==> src/logic/dbc_pkg.sv <==
// Package: constants and carrier types of the dual bank clock divider block
package dbc_pkg;

  // Bus widths
  localparam int ADDR_W = 8;
  localparam int DATA_W = 32;

  // Register byte addresses
  localparam logic [7:0] CTRL_ADDR = 8'h00;
  localparam logic [7:0] STAT_ADDR = 8'h04;

  // Control register field positions
  localparam int CTL_MR = 0;
  localparam int CTL_BYP_N = 1;
  localparam int CTL_XSEL = 2;
  localparam int CTL_FB = 3;
  localparam int CTL_OEA = 4;
  localparam int CTL_OEB = 5;
  localparam int CTL_DIVA = 6;
  localparam int CTL_DIVB = 8;
  localparam int CTL_W = 10;
  // Reset value: dividers running, PLL in path, crystal, /25, on, /4, /8
  localparam logic [CTL_W-1:0] CTRL_RST = 10'h3f6;

  // Status register field positions
  localparam int ST_SRC = 0;
  localparam int ST_MR = 1;
  localparam int ST_ACNT = 4;
  localparam int ST_BCNT = 8;

  // Bus responses
  localparam logic [1:0] RESP_OKAY = 2'h0;
  localparam logic [1:0] RESP_SLVERR = 2'h2;

  // Feedback ratios handed to the analog loop
  localparam logic [5:0] FB_LOW = 6'h19;
  localparam logic [5:0] FB_HIGH = 6'h20;

  // Post-divide ratios, bank A
  localparam logic [3:0] DIVA_0 = 4'h1;
  localparam logic [3:0] DIVA_1 = 4'h2;
  localparam logic [3:0] DIVA_2 = 4'h3;
  localparam logic [3:0] DIVA_3 = 4'h4;
  // Post-divide ratios, bank B
  localparam logic [3:0] DIVB_0 = 4'h2;
  localparam logic [3:0] DIVB_1 = 4'h4;
  localparam logic [3:0] DIVB_2 = 4'h5;
  localparam logic [3:0] DIVB_3 = 4'h8;
  localparam logic [3:0] RATIO_ONE = 4'h1;

  localparam int CNT_W = 3;

  // Master to slave signals of the register bus
  typedef struct packed {
    logic awvalid;
    logic [ADDR_W-1:0] awaddr;
    logic wvalid;
    logic [DATA_W-1:0] wdata;
    logic [3:0] wstrb;
    logic bready;
    logic arvalid;
    logic [ADDR_W-1:0] araddr;
    logic rready;
  } dbc_axil_req_t;

  // Slave to master signals of the register bus
  typedef struct packed {
    logic awready;
    logic wready;
    logic bvalid;
    logic [1:0] bresp;
    logic arready;
    logic rvalid;
    logic [DATA_W-1:0] rdata;
    logic [1:0] rresp;
  } dbc_axil_rsp_t;

endpackage

==> src/logic/dbc_divider_select.sv <==
// Module: reference select, bypass and two output divider banks
//
// Design decisions made here: the address map and register access over AXI4-Lite.
`timescale 1ns/1ps
// Summary of operation
// - Master reset high holds dividers; true outputs low, complements high.
// - Master reset low lets dividers run; reset default is low.
// - Bypass low routes the selected reference straight to the dividers.
// - Bypass defaults high so the PLL output feeds the dividers.
// - Source select picks crystal or single-ended clock; crystal by default.
// - Feedback ratio is 25 when select low, 32 when high; low default.
// - Bank B enable drives both pairs; low makes both high impedance.
// - Bank A enable drives its pair; low makes it high impedance.
// - Each bank has its own two-bit divide select, default all ones.
// - Bank A has one pair, bank B two pairs with the same clock.
// - Bank A select 00/01/10/11 divides by 1/2/3/4.
// - Bank B select 00/01/10/11 divides by 2/4/5/8.
module dbc_divider_select (
  input wire logic clk,
  input wire logic rstn,
  input wire dbc_pkg::dbc_axil_req_t axi_req,
  output dbc_pkg::dbc_axil_rsp_t axi_rsp,
  input wire logic crystal_input,
  input wire logic ref_clk_in,
  input wire logic pll_vco_in,
  output logic crystal_drive_output,
  output logic [5:0] feedback_ratio,
  output logic bank_a_out_true,
  output logic bank_a_out_comp,
  output logic bank_a_oe,
  output logic bank_b_out0_true,
  output logic bank_b_out0_comp,
  output logic bank_b_out1_true,
  output logic bank_b_out1_comp,
  output logic [1:0] bank_b_oe
);
  import dbc_pkg::*;

  // Pin synchronisers: crystal, single-ended reference, PLL output
  logic [2:0] pin_s1_q, pin_s2_q, pin_s1_d, pin_s2_d;
  // Bus state
  logic [CTL_W-1:0] ctrl_q, ctrl_d;
  logic aw_hold_q, aw_hold_d, w_hold_q, w_hold_d;
  logic [ADDR_W-1:0] aw_addr_q, aw_addr_d;
  logic [DATA_W-1:0] w_data_q, w_data_d;
  logic [3:0] w_strb_q, w_strb_d;
  logic awready_q, awready_d, wready_q, wready_d;
  logic bvalid_q, bvalid_d, arready_q, arready_d, rvalid_q, rvalid_d;
  logic [1:0] bresp_q, bresp_d, rresp_q, rresp_d;
  logic [DATA_W-1:0] rdata_q, rdata_d, stat_word;
  // Divider state
  logic src_q, src_d, src_prev_q, src_prev_d, tick;
  logic [CNT_W-1:0] a_cnt_q, a_cnt_d, b_cnt_q, b_cnt_d;
  logic a_true_q, a_true_d, b_true_q, b_true_d, a_comp_q, a_comp_d;
  logic [1:0] b_pair_q, b_pair_d, b_comp_q, b_comp_d;
  logic a_oe_q, a_oe_d, xdrv_q, xdrv_d;
  logic [1:0] b_oe_q, b_oe_d;
  logic [5:0] fb_q, fb_d;
  logic [3:0] ratio_a, ratio_b;
  logic mr;

  // Two flops per pin; only the second stage feeds logic
  always_comb begin
    pin_s1_d = {pll_vco_in, ref_clk_in, crystal_input};
    pin_s2_d = pin_s1_q;
  end

  always_ff @(posedge clk) begin
    if (!rstn) begin
      pin_s1_q <= 3'h0;
      pin_s2_q <= 3'h0;
    end else begin
      pin_s1_q <= pin_s1_d;
      pin_s2_q <= pin_s2_d;
    end
  end

  assign mr = ctrl_q[CTL_MR];

  // Status word shows live divider state
  always_comb begin
    stat_word = '0;
    stat_word[ST_SRC] = src_q;
    stat_word[ST_MR] = mr;
    stat_word[ST_ACNT +: CNT_W] = a_cnt_q;
    stat_word[ST_BCNT +: CNT_W] = b_cnt_q;
  end

  // Register slave: address and data taken in either order
  always_comb begin
    ctrl_d = ctrl_q;
    aw_hold_d = aw_hold_q;
    aw_addr_d = aw_addr_q;
    w_hold_d = w_hold_q;
    w_data_d = w_data_q;
    w_strb_d = w_strb_q;
    bvalid_d = bvalid_q;
    bresp_d = bresp_q;
    rvalid_d = rvalid_q;
    rdata_d = rdata_q;
    rresp_d = rresp_q;
    if (bvalid_q && axi_req.bready) begin
      bvalid_d = 1'b0;
    end
    if (axi_req.awvalid && awready_q) begin
      aw_hold_d = 1'b1;
      aw_addr_d = axi_req.awaddr;
    end
    if (axi_req.wvalid && wready_q) begin
      w_hold_d = 1'b1;
      w_data_d = axi_req.wdata;
      w_strb_d = axi_req.wstrb;
    end
    // Commit only once the previous response has gone
    if (aw_hold_q && w_hold_q && !bvalid_q) begin
      aw_hold_d = 1'b0;
      w_hold_d = 1'b0;
      bvalid_d = 1'b1;
      bresp_d = RESP_OKAY;
      if (aw_addr_q[ADDR_W-1:2] == CTRL_ADDR[ADDR_W-1:2]) begin
        if (w_strb_q[0]) begin
          ctrl_d[7:0] = w_data_q[7:0];
        end
        if (w_strb_q[1]) begin
          ctrl_d[CTL_W-1:8] = w_data_q[CTL_W-1:8];
        end
      end else if (aw_addr_q[ADDR_W-1:2] != STAT_ADDR[ADDR_W-1:2]) begin
        bresp_d = RESP_SLVERR; // Unmapped address; status writes are ignored and answered OKAY
      end
    end
    awready_d = !aw_hold_d && !bvalid_d;
    wready_d = !w_hold_d && !bvalid_d;
    if (rvalid_q && axi_req.rready) begin
      rvalid_d = 1'b0;
    end
    if (axi_req.arvalid && arready_q) begin
      rvalid_d = 1'b1;
      rresp_d = RESP_OKAY;
      if (axi_req.araddr[ADDR_W-1:2] == CTRL_ADDR[ADDR_W-1:2]) begin
        rdata_d = {{(DATA_W-CTL_W){1'b0}}, ctrl_q};
      end else if (axi_req.araddr[ADDR_W-1:2] == STAT_ADDR[ADDR_W-1:2]) begin
        rdata_d = stat_word;
      end else begin
        rdata_d = '0;
        rresp_d = RESP_SLVERR;
      end
    end
    arready_d = !rvalid_d;
  end

  always_ff @(posedge clk) begin
    if (!rstn) begin
      ctrl_q <= CTRL_RST;
      aw_hold_q <= 1'b0;
      aw_addr_q <= '0;
      w_hold_q <= 1'b0;
      w_data_q <= '0;
      w_strb_q <= 4'h0;
      awready_q <= 1'b0;
      wready_q <= 1'b0;
      bvalid_q <= 1'b0;
      bresp_q <= RESP_OKAY;
      arready_q <= 1'b0;
      rvalid_q <= 1'b0;
      rdata_q <= '0;
      rresp_q <= RESP_OKAY;
    end else begin
      ctrl_q <= ctrl_d;
      aw_hold_q <= aw_hold_d;
      aw_addr_q <= aw_addr_d;
      w_hold_q <= w_hold_d;
      w_data_q <= w_data_d;
      w_strb_q <= w_strb_d;
      awready_q <= awready_d;
      wready_q <= wready_d;
      bvalid_q <= bvalid_d;
      bresp_q <= bresp_d;
      arready_q <= arready_d;
      rvalid_q <= rvalid_d;
      rdata_q <= rdata_d;
      rresp_q <= rresp_d;
    end
  end

  assign axi_rsp = '{awready: awready_q, wready: wready_q,
                     bvalid: bvalid_q, bresp: bresp_q,
                     arready: arready_q, rvalid: rvalid_q,
                     rdata: rdata_q, rresp: rresp_q};

  // Ratio decode per bank, each from its own select
  always_comb begin
    case (ctrl_q[CTL_DIVA +: 2])
      2'h0: ratio_a = DIVA_0;
      2'h1: ratio_a = DIVA_1;
      2'h2: ratio_a = DIVA_2;
      default: ratio_a = DIVA_3;
    endcase
    case (ctrl_q[CTL_DIVB +: 2])
      2'h0: ratio_b = DIVB_0;
      2'h1: ratio_b = DIVB_1;
      2'h2: ratio_b = DIVB_2;
      default: ratio_b = DIVB_3;
    endcase
  end

  assign tick = src_q && !src_prev_q;

  // Source mux and dividers; source must stay below clk/2 to be seen
  always_comb begin
    if (!ctrl_q[CTL_BYP_N]) begin
      src_d = ctrl_q[CTL_XSEL] ? pin_s2_q[0] : pin_s2_q[1];
    end else begin
      src_d = pin_s2_q[2];
    end
    src_prev_d = src_q;
    fb_d = ctrl_q[CTL_FB] ? FB_HIGH : FB_LOW;
    xdrv_d = ctrl_q[CTL_XSEL] & ~pin_s2_q[0];
    a_oe_d = ctrl_q[CTL_OEA];
    b_oe_d = {2{ctrl_q[CTL_OEB]}};
    a_cnt_d = a_cnt_q;
    b_cnt_d = b_cnt_q;
    if (mr) begin
      a_cnt_d = '0;
      b_cnt_d = '0;
    end else if (tick) begin
      a_cnt_d = ({1'b0, a_cnt_q} + 4'h1 >= ratio_a) ? '0 : a_cnt_q + 3'h1;
      b_cnt_d = ({1'b0, b_cnt_q} + 4'h1 >= ratio_b) ? '0 : b_cnt_q + 3'h1;
    end
    // High for the upper half of each count cycle, low from zero; bank A at ratio 1 follows the source
    if (mr) begin
      a_true_d = 1'b0;
      b_true_d = 1'b0;
    end else begin
      a_true_d = (ratio_a == RATIO_ONE) ? src_q :
                 ({a_cnt_d, 1'b0} >= ratio_a);
      b_true_d = ({b_cnt_d, 1'b0} >= ratio_b);
    end
    b_pair_d = {2{b_true_d}};
    a_comp_d = ~a_true_d;
    b_comp_d = ~b_pair_d;
  end

  always_ff @(posedge clk) begin
    if (!rstn) begin
      src_q <= 1'b0;
      src_prev_q <= 1'b0;
      a_cnt_q <= '0;
      b_cnt_q <= '0;
      a_true_q <= 1'b0;
      b_true_q <= 1'b0;
      b_pair_q <= 2'h0;
      a_comp_q <= 1'b1;
      b_comp_q <= 2'h3;
      a_oe_q <= 1'b0;
      b_oe_q <= 2'h0;
      fb_q <= FB_LOW;
      xdrv_q <= 1'b0;
    end else begin
      src_q <= src_d;
      src_prev_q <= src_prev_d;
      a_cnt_q <= a_cnt_d;
      b_cnt_q <= b_cnt_d;
      a_true_q <= a_true_d;
      b_true_q <= b_true_d;
      b_pair_q <= b_pair_d;
      a_comp_q <= a_comp_d;
      b_comp_q <= b_comp_d;
      a_oe_q <= a_oe_d;
      b_oe_q <= b_oe_d;
      fb_q <= fb_d;
      xdrv_q <= xdrv_d;
    end
  end

  // Complements get flops of their own so no pin leaves through a gate
  assign bank_a_out_true = a_true_q;
  assign bank_a_out_comp = a_comp_q;
  assign bank_b_out0_true = b_pair_q[0];
  assign bank_b_out0_comp = b_comp_q[0];
  assign bank_b_out1_true = b_pair_q[1];
  assign bank_b_out1_comp = b_comp_q[1];
  assign bank_a_oe = a_oe_q;
  assign bank_b_oe = b_oe_q;
  assign feedback_ratio = fb_q;
  assign crystal_drive_output = xdrv_q;
endmodule

==> config.mk <==
export PLATFORM = sky130hd
export DESIGN_NAME = dbc_divider_select
export DESIGN_NICKNAME = d
export VERILOG_FILES = /design/src/logic/dbc_pkg.sv /design/src/logic/dbc_divider_select.sv
export SDC_FILE = /design/constraint.sdc
export NUM_CORES = 1
export LEC_CHECK = 0
export ABC_CLOCK_PERIOD_IN_PS = 4300
export BUFFER_PORTS_ARGS = -buffer_cell sky130_fd_sc_hd__buf_2
export CAP_MARGIN = 40
export CORE_ASPECT_RATIO = 0.75
export CORE_MARGIN = 4
export CORE_UTILIZATION = 54
export CTS_CLUSTER_SIZE = 28
export DETAILED_ROUTE_END_ITERATION = 10
export GPL_TIMING_DRIVEN = 0
export PLACE_DENSITY_LB_ADDON = 0.2
export SYNTH_ARGS = -nofsm -noshare
export SYNTH_HDL_FRONTEND = slang
export SYNTH_SLANG_ARGS = --single-unit
==> constraint.sdc <==
create_clock -name clk -period 4.3 [get_ports clk]
set_input_delay 0.645 -clock clk [delete_from_list [all_inputs] [get_ports clk]]
set_output_delay 0.645 -clock clk [all_outputs]
set_load 0.02 [all_outputs]
==> results.yml, run 1 <==
status:
  status: "complete, no violations"
logic_synthesis:
  synth_top_family_by_area: "simple AND/OR/NAND/NOR gates"
  ys_seq_elements: 71
  synth_top_area_frac: 0.423
  yosys_most_used_dff: "dfxtp_1"
  synth_area_per_cell_um2: 9.01
  yosysSeqAreaShare: 0.423
  synthXorXnorAreaFrac: 0.00521
  synth_warnings: 0
  yosys-top-cells-area: "dfxtp_1 42%, buf_4 8.0%, ha_1 7.1%"
  synth-simple-area-share: 0.221
  syn_inst: 373
  synth.largest_area_cell: "dfxtp_1"
  synth_async_sr_flop_share: 0
  synth_compound_area_frac: 0.128
  synthMuxAreaShare: 0.0387
  synthAdderAreaFrac: 0.0707
  synth_edf_count: 0
  synth.distinct_cells: 43
  netlist_area_um2: 3360
die:
  start_util: 0.568
  die_h_um: 76.3
  coreArea_um2: 5920
  ios: 119
  die_area_um2: 7570
  rows: 24
  die_x_um: 99.1
detailed_routing:
  drt-wirelength-per-cell_um: 13.2
  dr.pass1.iters: 4
  remaining_drc_errors: 0
  ant_nets: 0
  totalWireLength_um: 7340
  drtIter0Drc: 144
  avgViaCountPerCell: 4.88
  dr_total_vias: 2710
timing:
  finalCriticalPeriod_ns: 3.11
  max_freq_mhz: 321
  setup_tns_ns: 0
  setup_viol: 0
  slew_violations: 0
  post-route-period-util: 0.724
  final_hold_viol_count: 0
  rsz0062_at_grt: "false"
  fin_skew_ns: 0.00682
global_route:
  grt_max_degree: 13
  grt_pass1_vias: 2608
  antenna_found_initial: 0
  grt-ovfl-total: 0
  grt_pass1_wl_um: 12400
  grtUsageTotal: 0.203
cells_and_area:
  final_cell_mix: "71 x dfxtp_1, 66 x buf_2, 53 x nand2_1"
  final_cell_area_um2: 4080
  fin_util: 0.689
  final_common_cell: "dfxtp_1"
  drive_above_1_share: 0.258
  finalNonFillerCells: 555
  diodes: 0
  num-nets-final: 553
  area_delta_synth_final_pct: 21.3
power:
  p_leak_uw: 0.00202
  power_uw: 1390
  vdd_ir_drop_max_mv: 0.214
  power_density_nw_per_um2: 342
critical_path:
  required_ns: 4.52
  endpoint_kind: "flop"
  crit_start: "ctrl_q[7]"
  critPathMaxFanout: 8
  cp.arrival_ns: 3.33
  cp-start-kind: "flop"
  crit_type: "reg -> reg"
  rr_startpoint: "ctrl_q[7]"
clock_network:
  cts_tree: "built"
  cts_sinks: 71
  cts_buffers: 9
  post_cts_buffers: 0
  cts.htree.levels: 3
  clockBufferDepth: 2
  insertion_delay_ns: 0.34
  clkTransAtPathRegs_ns: 0.07
  root_buffer: "clkbuf_8"
  ctsHoldBuffers: 0
  cts_resized: 0
place:
  dp_hpwl_um: 5720
  placed_area_um2: 3870
  gp_congestion: 0.819
  place_inst: 539
  port-buffer-count: 64
hold_path:
  worstHoldPathType: "reg -> reg"
  hold_start: "pin_s1_q[1]"
run:
  cap_violations: 0
[cell usage after synthesis, types with 2 or more instances]
cell type / number
dfxtp_1: 71
nand2_1: 53
buf_4: 36
a21boi_0: 25
nor2_1: 22
ha_1: 19
and2_1: 16
nand3_1: 14
mux2i_1: 13
a21oi_1: 11
clkbuf_1: 11
inv_1: 11
nand2b_1: 9
nor2b_1: 8
a221oi_1: 7
nor3b_1: 7
o21ai_0: 6
and3_1: 4
buf_2: 2
nand4b_1: 2
o2111ai_1: 2
o211a_1: 2
xor2_1: 2
[critical path: stages (launching register included)]
cell and delay, ns:
dfxtp_1 0.52, inv_1 0.08, ha_1 0.22, nor2_1 0.09, nor2_1 0.07, ha_1 0.27
nor2b_1 0.26, o21a_1 0.21, nand3_1 0.07, o21ai_0 0.18, nor2b_1 0.22, ha_1 0.25
nand2b_1 0.14, o41ai_1 0.34, a21oi_1 0.07
[logic make-up (layout without fill, tap and decap cells)]
family / Yosys count / count (layout)
and+or+nand+nor: 145 / 145
DFF: 71 / 71
buffers and inverters: 62 / 142
AOI/OAI and AO/OA: 60 / 60
adders and majority gates: 19 / 19
muxes: 13 / 13
xor gates and xnor gates: 2 / 2
other: 1 / 25
[final cells by class]
cell class	instances	area [um^2]
fill	502	1840
multi-input combinational	264	1650
sequential	71	1420
buffer	51	337
timing repair buffer	64	320
clock buffer	11	151
tap	78	97.6
clock inverter	5	56.3
inverter	11	41.3
[final timing paths]
kind                                         to  slack, ns  cells after the start
worst max-delay path            bank_a_out_true       1.19                     14
worst min-delay path                pin_s2_q[1]       0.43                      1
worst max register to register  bank_a_out_true       1.19                     14
worst min register to register      pin_s2_q[1]       0.43                      1
[flip-flops by register name (all words and copies together) (netlist names), 2 cells and up]
name            cells
b_cnt_q             3
w_strb_q            2
w_data_q           10
a_cnt_q             3
pin_s2_q            3
feedback_ratio      2
pin_s1_q            3
ctrl_q             10
rdata_q            11
aw_addr_q           6
[layer usage]
layer,share of wire,vias up,GRT usage,wire length [um]
met5,0,-,0,0
met4,0.014,0,0.0587,102
met3,0.063,12,0.0677,463
met2,0.43,76,0.305,3190
met1,0.49,1219,0.278,3590
li1,-,1403,-,-
[power by group]
part	total, uW	internal [uW]	leakage [uW]	switching (uW)
logic	159	67.2	0.00133	91.6
registers	694	681	0.000580	12.8
clock network	540	298	0.000105	242
total	1390	1050	0.00202	346
[through the flow]
step	hold WS (ns)	worst slack (ns)
finish	0.434	1.19
global route	0.448	0.840
CTS	0.435	1.24
detailed placement	0.418	1.26
global placement	0.417	1.31
floorplan	0.412	1.65
No activity file was read; power rests on OpenSTA's default activity.
==> inputs of run 2 (changes only) <==
Settings changed: ABC_AREA set to 1, ABC_CLOCK_PERIOD_IN_PS 4300 to 2900, CORE_UTILIZATION 54 to 49.
Clock period 4.3 ns to 2.9 ns, I/O delays scaled along.
==> results.yml, run 2 <==
place:
  placed_area_um2: 3780
  port-buffer-count: 64
  gp_congestion: 0.816
  dp_hpwl_um: 5550
  dp_slack_ns: 0.151
clock_network:
  clockBufferDepth: 2
  insertion_delay_ns: 0.34
  root_buffer: "clkbuf_8"
  cts.htree.levels: 3
  post_cts_buffers: 0
  cts_tree: "built"
  clkTransAtPathRegs_ns: 0.08
  cts_buffers: 9
  cts_sinks: 71
cells_and_area:
  largest-register: "rdata_q"
  largest_register_ffs: 11
  diodes: 0
  final_common_cell: "inv_1"
  final_cell_area_um2: 3970
  num-fill-cells: 623
  biggestRegsByFlops: "rdata_q x11, ctrl_q x10, w_data_q x10"
  final_cell_mix: "73 x inv_1, 71 x dfxtp_1, 66 x buf_2"
  area_delta_synth_final_pct: 21.6
  num-nets-final: 601
  drive_above_1_share: 0.238
logic_synthesis:
  netlist_area_um2: 3270
  syn_inst: 421
  yosys-top-cells-area: "dfxtp_1 43%, inv_1 8.4%, buf_4 8.0%"
  synth_async_sr_flop_share: 0
  ys_seq_elements: 71
  synth.largest_area_cell: "dfxtp_1"
  synth_area_per_cell_um2: 7.76
  synth.most_common_cell: "inv_1"
  synth_warnings: 0
  synth.distinct_cells: 30
  synthTopCellsByCount: "73 x inv_1, 71 x dfxtp_1, 51 x nor2_1, 47 x nand2_1, 36 x o21ai_0"
  synth_top_area_frac: 0.435
  synth_edf_count: 0
  yosys_most_used_dff: "dfxtp_1"
  yosysSeqAreaShare: 0.435
critical_path:
  required_ns: 3.13
  cp_cell_sequence: "inv_1 > ha_1 > o21ai_1 > inv_1 > ha_1 > inv_1 > nand2_1 > nand2_1 > nand2_1 > nand2_1 > nand2_1 > o22ai_1 > inv_1 > nor2_1 > ha_1 > or2_2 > a21oi_1 > a21oi_2"
  cp-start-kind: "flop"
  endpoint_kind: "flop"
  crit_type: "reg -> reg"
  r2r_cells: 18
  path_common_cell: "nand2_1"
  critPathMaxFanout: 5
  cpPeakStageDelay_ns: 0.43
  cp.arrival_ns: 2.88
  cpMaxStageDelayCell: "dfxtp_1"
detailed_routing:
  avgViaCountPerCell: 4.55
  dr_total_vias: 2759
  drt-wirelength-per-cell_um: 11.4
  ant_nets: 0
  dr.pass1.iters: 5
  drtIter0Drc: 113
  totalWireLength_um: 6910
  remaining_drc_errors: 0
timing:
  final_hold_viol_count: 0
  setup_viol: 0
  layout_setup_ws_ns: 0.247
  maxSlewHeadroom: 0.653
  whs_ns: 0.273
  post-route-period-util: 0.915
  max_freq_mhz: 377
  fin_skew_ns: 0.00727
  rsz0062_at_grt: "false"
  setup_tns_ns: 0
  worst_pin_slew_ns: 0.520
  finalCriticalPeriod_ns: 2.65
  slew_violations: 0
global_route:
  antenna_found_initial: 0
  grt_pass1_wl_um: 11300
  grtUsageTotal: 0.179
  grt_max_degree: 14
  grt-ovfl-total: 0
  grt_pass1_vias: 2502
die:
  ios: 119
  die_area_um2: 8050
  die_h_um: 78.7
  rows: 25
  start_util: 0.512
  die_x_um: 102
  coreArea_um2: 6380
power:
  p_sw_frac: 0.273
  vdd_ir_drop_max_mv: 0.324
  intPower_uw: 1490
  power_uw: 2040
  p_sw_uw: 558
  p_leak_uw: 0.00219
  clkPwrFrac: 0.362
  power_frac_seq: 0.510
  combPwrFrac: 0.129
  power_density_nw_per_um2: 514
status:
  status: "complete, no violations"
hold_path:
  worstHoldPathType: "in -> reg"
  hold_depth: 3
run:
  cap_violations: 0
## run 2: cell count changes after synthesis, moves of 9 or more
cell	delta
inv_1	+62
o21ai_0	+30
nor2_1	+29
a21boi_0	-25
and2_1	-16
mux2i_1	-13
nand2b_1	-9
o211ai_1	+9
## run 2: kinds of logic (layout without fill, tap and decap cells)
| logic type | Yosys count | count (layout) | share of synthesized area |
|---|---|---|---|
| buffers and inverters | 122 | 202 | 0.181 |
| and+or+nand+nor | 127 | 127 | 0.163 |
| xor gates and xnor gates | 2 | 2 | 0.00536 |
| AOI/OAI and AO/OA | 79 | 79 | 0.142 |
| other | 1 | 25 | 0.00115 |
| adders and majority gates | 19 | 19 | 0.0727 |
| DFF | 71 | 71 | 0.435 |
## run 2: worst max-delay path: cells and delay by family (launching register included)
kind                     cells  cell delay [ns]
AO/OA/AOI/OAI                4             0.53
buffers and inverters        4             0.29
AND/OR/NAND/NOR              7             0.60
flip-flops                   1             0.43
adder cells (fa/ha/maj)      3             0.69
## run 2: power by group through the flow
stage          logic, uW  registers, uW  clock network [uW]
3_3_place_gp         258           1060                   0
3_5_place_dp         263           1060                   0
5_1_grt              295           1050                 787
6_report             263           1040                 739
2_1_floorplan        175           1080                   0
4_1_cts              263           1040                 753
## run 2: per-layer routing
| metal | track usage | vias up | routed length (um) |
|---|---|---|---|
| li1 | - | 1478 | - |
| met1 | 0.232 | 1213 | 3210 |
| met2 | 0.296 | 60 | 3260 |
| met3 | 0.0430 | 8 | 380 |
| met4 | 0.0511 | 0 | 61 |
| met5 | 0 | - | 0 |
## run 2: final cells by class
type / instances / area, um^2 / area share
timing repair buffer: 64 / 320 / 0.0806
inverter: 76 / 285 / 0.0718
buffer: 46 / 307 / 0.0772
clock inverter: 5 / 41.3 / 0.0104
sequential: 71 / 1420 / 0.358
multi-input combinational: 252 / 1350 / 0.339
tap: 81 / 101 / 0.0255
clock buffer: 11 / 151 / 0.0381
## run 2: worst paths after layout
path | slack [ns] | to | from
max | 0.25 | bank_a_out_true | ctrl_q[7]
min | 0.27 | pin_s1_q[2] | pll_vco_in
max reg2reg | 0.25 | bank_a_out_true | ctrl_q[7]
min reg2reg | 0.42 | pin_s2_q[1] | pin_s1_q[1]
## run 2: repair_timing
| item | in CTS | in global routing |
|---|---|---|
| gates resized for setup | 0 | 1 |
| endpoints found under the setup margin | 0 | 2 |
| hold buffers | 0 | 0 |
## run 2: through the flow
stage	std cells	util
after global routing	606	0.623
after floorplan	445	-
after detailed placement	590	0.592
after CTS	606	0.623
final	606	0.623
after global placement	590	0.592
==> inputs of run 3 (changes only) <==
Settings changed: ABC_AREA 1 to 0, CORE_UTILIZATION 49 to 50.
==> results.yml, run 3 (same netlist as run 1, synthesis figures left out) <==
timing:
  worst_pin_slew_ns: 0.562
  slew_violations: 0
  fin_skew_ns: 0.00874
  post-route-period-util: 0.968
  final_hold_viol_count: 0
  max_freq_mhz: 356
  layout_setup_ws_ns: 0.0932
  setup_viol: 0
  finalCriticalPeriod_ns: 2.81
  whs_ns: 0.291
  setup_tns_ns: 0
  maxSlewHeadroom: 0.625
  rsz0062_at_grt: "true"
detailed_routing:
  ant_nets: 0
  totalWireLength_um: 7810
  remaining_drc_errors: 0
  dr_total_vias: 2835
  avgViaCountPerCell: 4.95
  dr.pass1.iters: 4
  drt-wirelength-per-cell_um: 13.6
  drtIter0Drc: 178
critical_path:
  cpMaxStageDelayCell: "a2111o_1"
  cpPeakStageDelay_ns: 0.43
  required_ns: 3.20
  cp_top_family: "compound AO/OA/AOI/OAI gates"
  cp.arrival_ns: 3.10
  cp_num_buf_inv: 1
  cp_cell_sequence: "inv_4 > ha_4 > ha_4 > nand2b_4 > a2111o_1 > a21oi_2 > mux2i_1 > nor2_1 > ha_1 > nor2b_1 > o21ai_1 > nand2b_1 > a21oi_2 > nand2b_1"
  crit_type: "reg -> reg"
  cp-start-kind: "flop"
  critPathMaxFanout: 3
  endpoint_kind: "flop"
place:
  dp_slack_ns: -0.144
  placed_area_um2: 3870
  dp_hpwl_um: 5730
  port-buffer-count: 64
  gp_congestion: 0.858
power:
  clkPwrFrac: 0.413
  power_uw: 2170
  p_sw_frac: 0.250
  p_leak_uw: 0.00209
  combPwrFrac: 0.115
  vdd_ir_drop_max_mv: 0.428
  intPower_uw: 1630
  p_sw_uw: 543
  power_density_nw_per_um2: 498
  power_frac_seq: 0.472
clock_network:
  root_buffer: "clkbuf_8"
  insertion_delay_ns: 0.35
  cts_buffers: 9
  cts.htree.levels: 3
  clkTransAtPathRegs_ns: 0.08
  clockBufferDepth: 2
  cts_tree: "built"
  cts_sinks: 71
die:
  die_x_um: 103
  coreArea_um2: 6410
  rows: 25
  die_h_um: 79.0
  ios: 119
  start_util: 0.524
  die_area_um2: 8110
global_route:
  grt-ovfl-total: 0
  grt_max_degree: 14
  grt_pass1_vias: 2678
  grt_pass1_wl_um: 12500
  grtUsageTotal: 0.199
  antenna_found_initial: 0
cells_and_area:
  final_common_cell: "buf_2"
  largest-register: "rdata_q"
  num-nets-final: 568
  drive_above_1_share: 0.339
  biggestRegsByFlops: "rdata_q x11, ctrl_q x10, w_data_q x10"
  final_cell_area_um2: 4360
  final_cell_mix: "66 x buf_2, 63 x dfxtp_1, 52 x nand2_1"
  area_delta_synth_final_pct: 29.7
  largest_register_ffs: 11
  diodes: 0
run:
  cap_violations: 0
hold_path:
  worstHoldPathType: "in -> reg"
status:
  status: "complete, no violations"
[run 3: cell count changes in the layout (fill, tap and decap cells not counted), moves of 8 or more]
| cell | previous run | this run |
|---|---|---|
| inv_1 | 73 | 9 |
| o211ai_1 | 10 | 1 |
| mux2i_1 | 0 | 13 |
| a21oi_1 | 19 | 8 |
| o21ai_0 | 35 | 3 |
| dfxtp_1 | 71 | 63 |
| buf_4 | 35 | 50 |
| a21boi_0 | 0 | 25 |
| and2_1 | 0 | 16 |
| nand2b_1 | 0 | 8 |
| nor2_1 | 51 | 20 |
[run 3: per-layer routing]
layer,GRT usage,part of all wire
met2,0.314,0.45
met3,0.0650,0.081
met4,0.0511,0.012
met5,0,0
met1,0.262,0.46
[run 3: area by class of cell]
class	count	area, um^2
fillers	550	2050
multi-input cells	264	1770
flip-flops and latches	71	1450
repair buffers	79	437
plain buffers	51	337
clock buffers	10	138
well taps	81	101
clock inverters	6	91.3
inverters	11	43.8
[run 3: what timing repair did]
item                       4_1_cts  5_1_grt
hold buffers                     0        0
buffers inserted                 8        7
resized for setup               10       34
pin swaps                        3       10
setup endpoints to repair        4        5
[run 3: through the flow]
stage / instances / util
floorplan: 397 / -
global placement: 542 / 0.604
detailed placement: 542 / 0.604
CTS: 566 / 0.653
global route: 573 / 0.680
finish: 573 / 0.680
[run 3: worst paths after layout]
| check | depth (start not counted) | slack, ns | start | end |
|---|---|---|---|---|
| max reg2reg | 14 | 0.09 | ctrl_q[8] | b_comp_q[0] |
| min reg2reg | 1 | 0.44 | pin_s1_q[1] | pin_s2_q[1] |
| min | 2 | 0.29 | ref_clk_in | pin_s1_q[1] |
| max | 14 | 0.09 | ctrl_q[8] | b_comp_q[0] |
[run 3: power by group through the flow]
| stage | Combinational (uW) | Clock (uW) | Sequential, uW |
|---|---|---|---|
| 5_1_grt | 278 | 953 | 1030 |
| 4_1_cts | 244 | 911 | 1030 |
| 6_report | 251 | 896 | 1020 |
| 3_5_place_dp | 234 | 0 | 1050 |
| 2_1_floorplan | 156 | 0 | 1060 |
| 3_3_place_gp | 230 | 0 | 1050 |
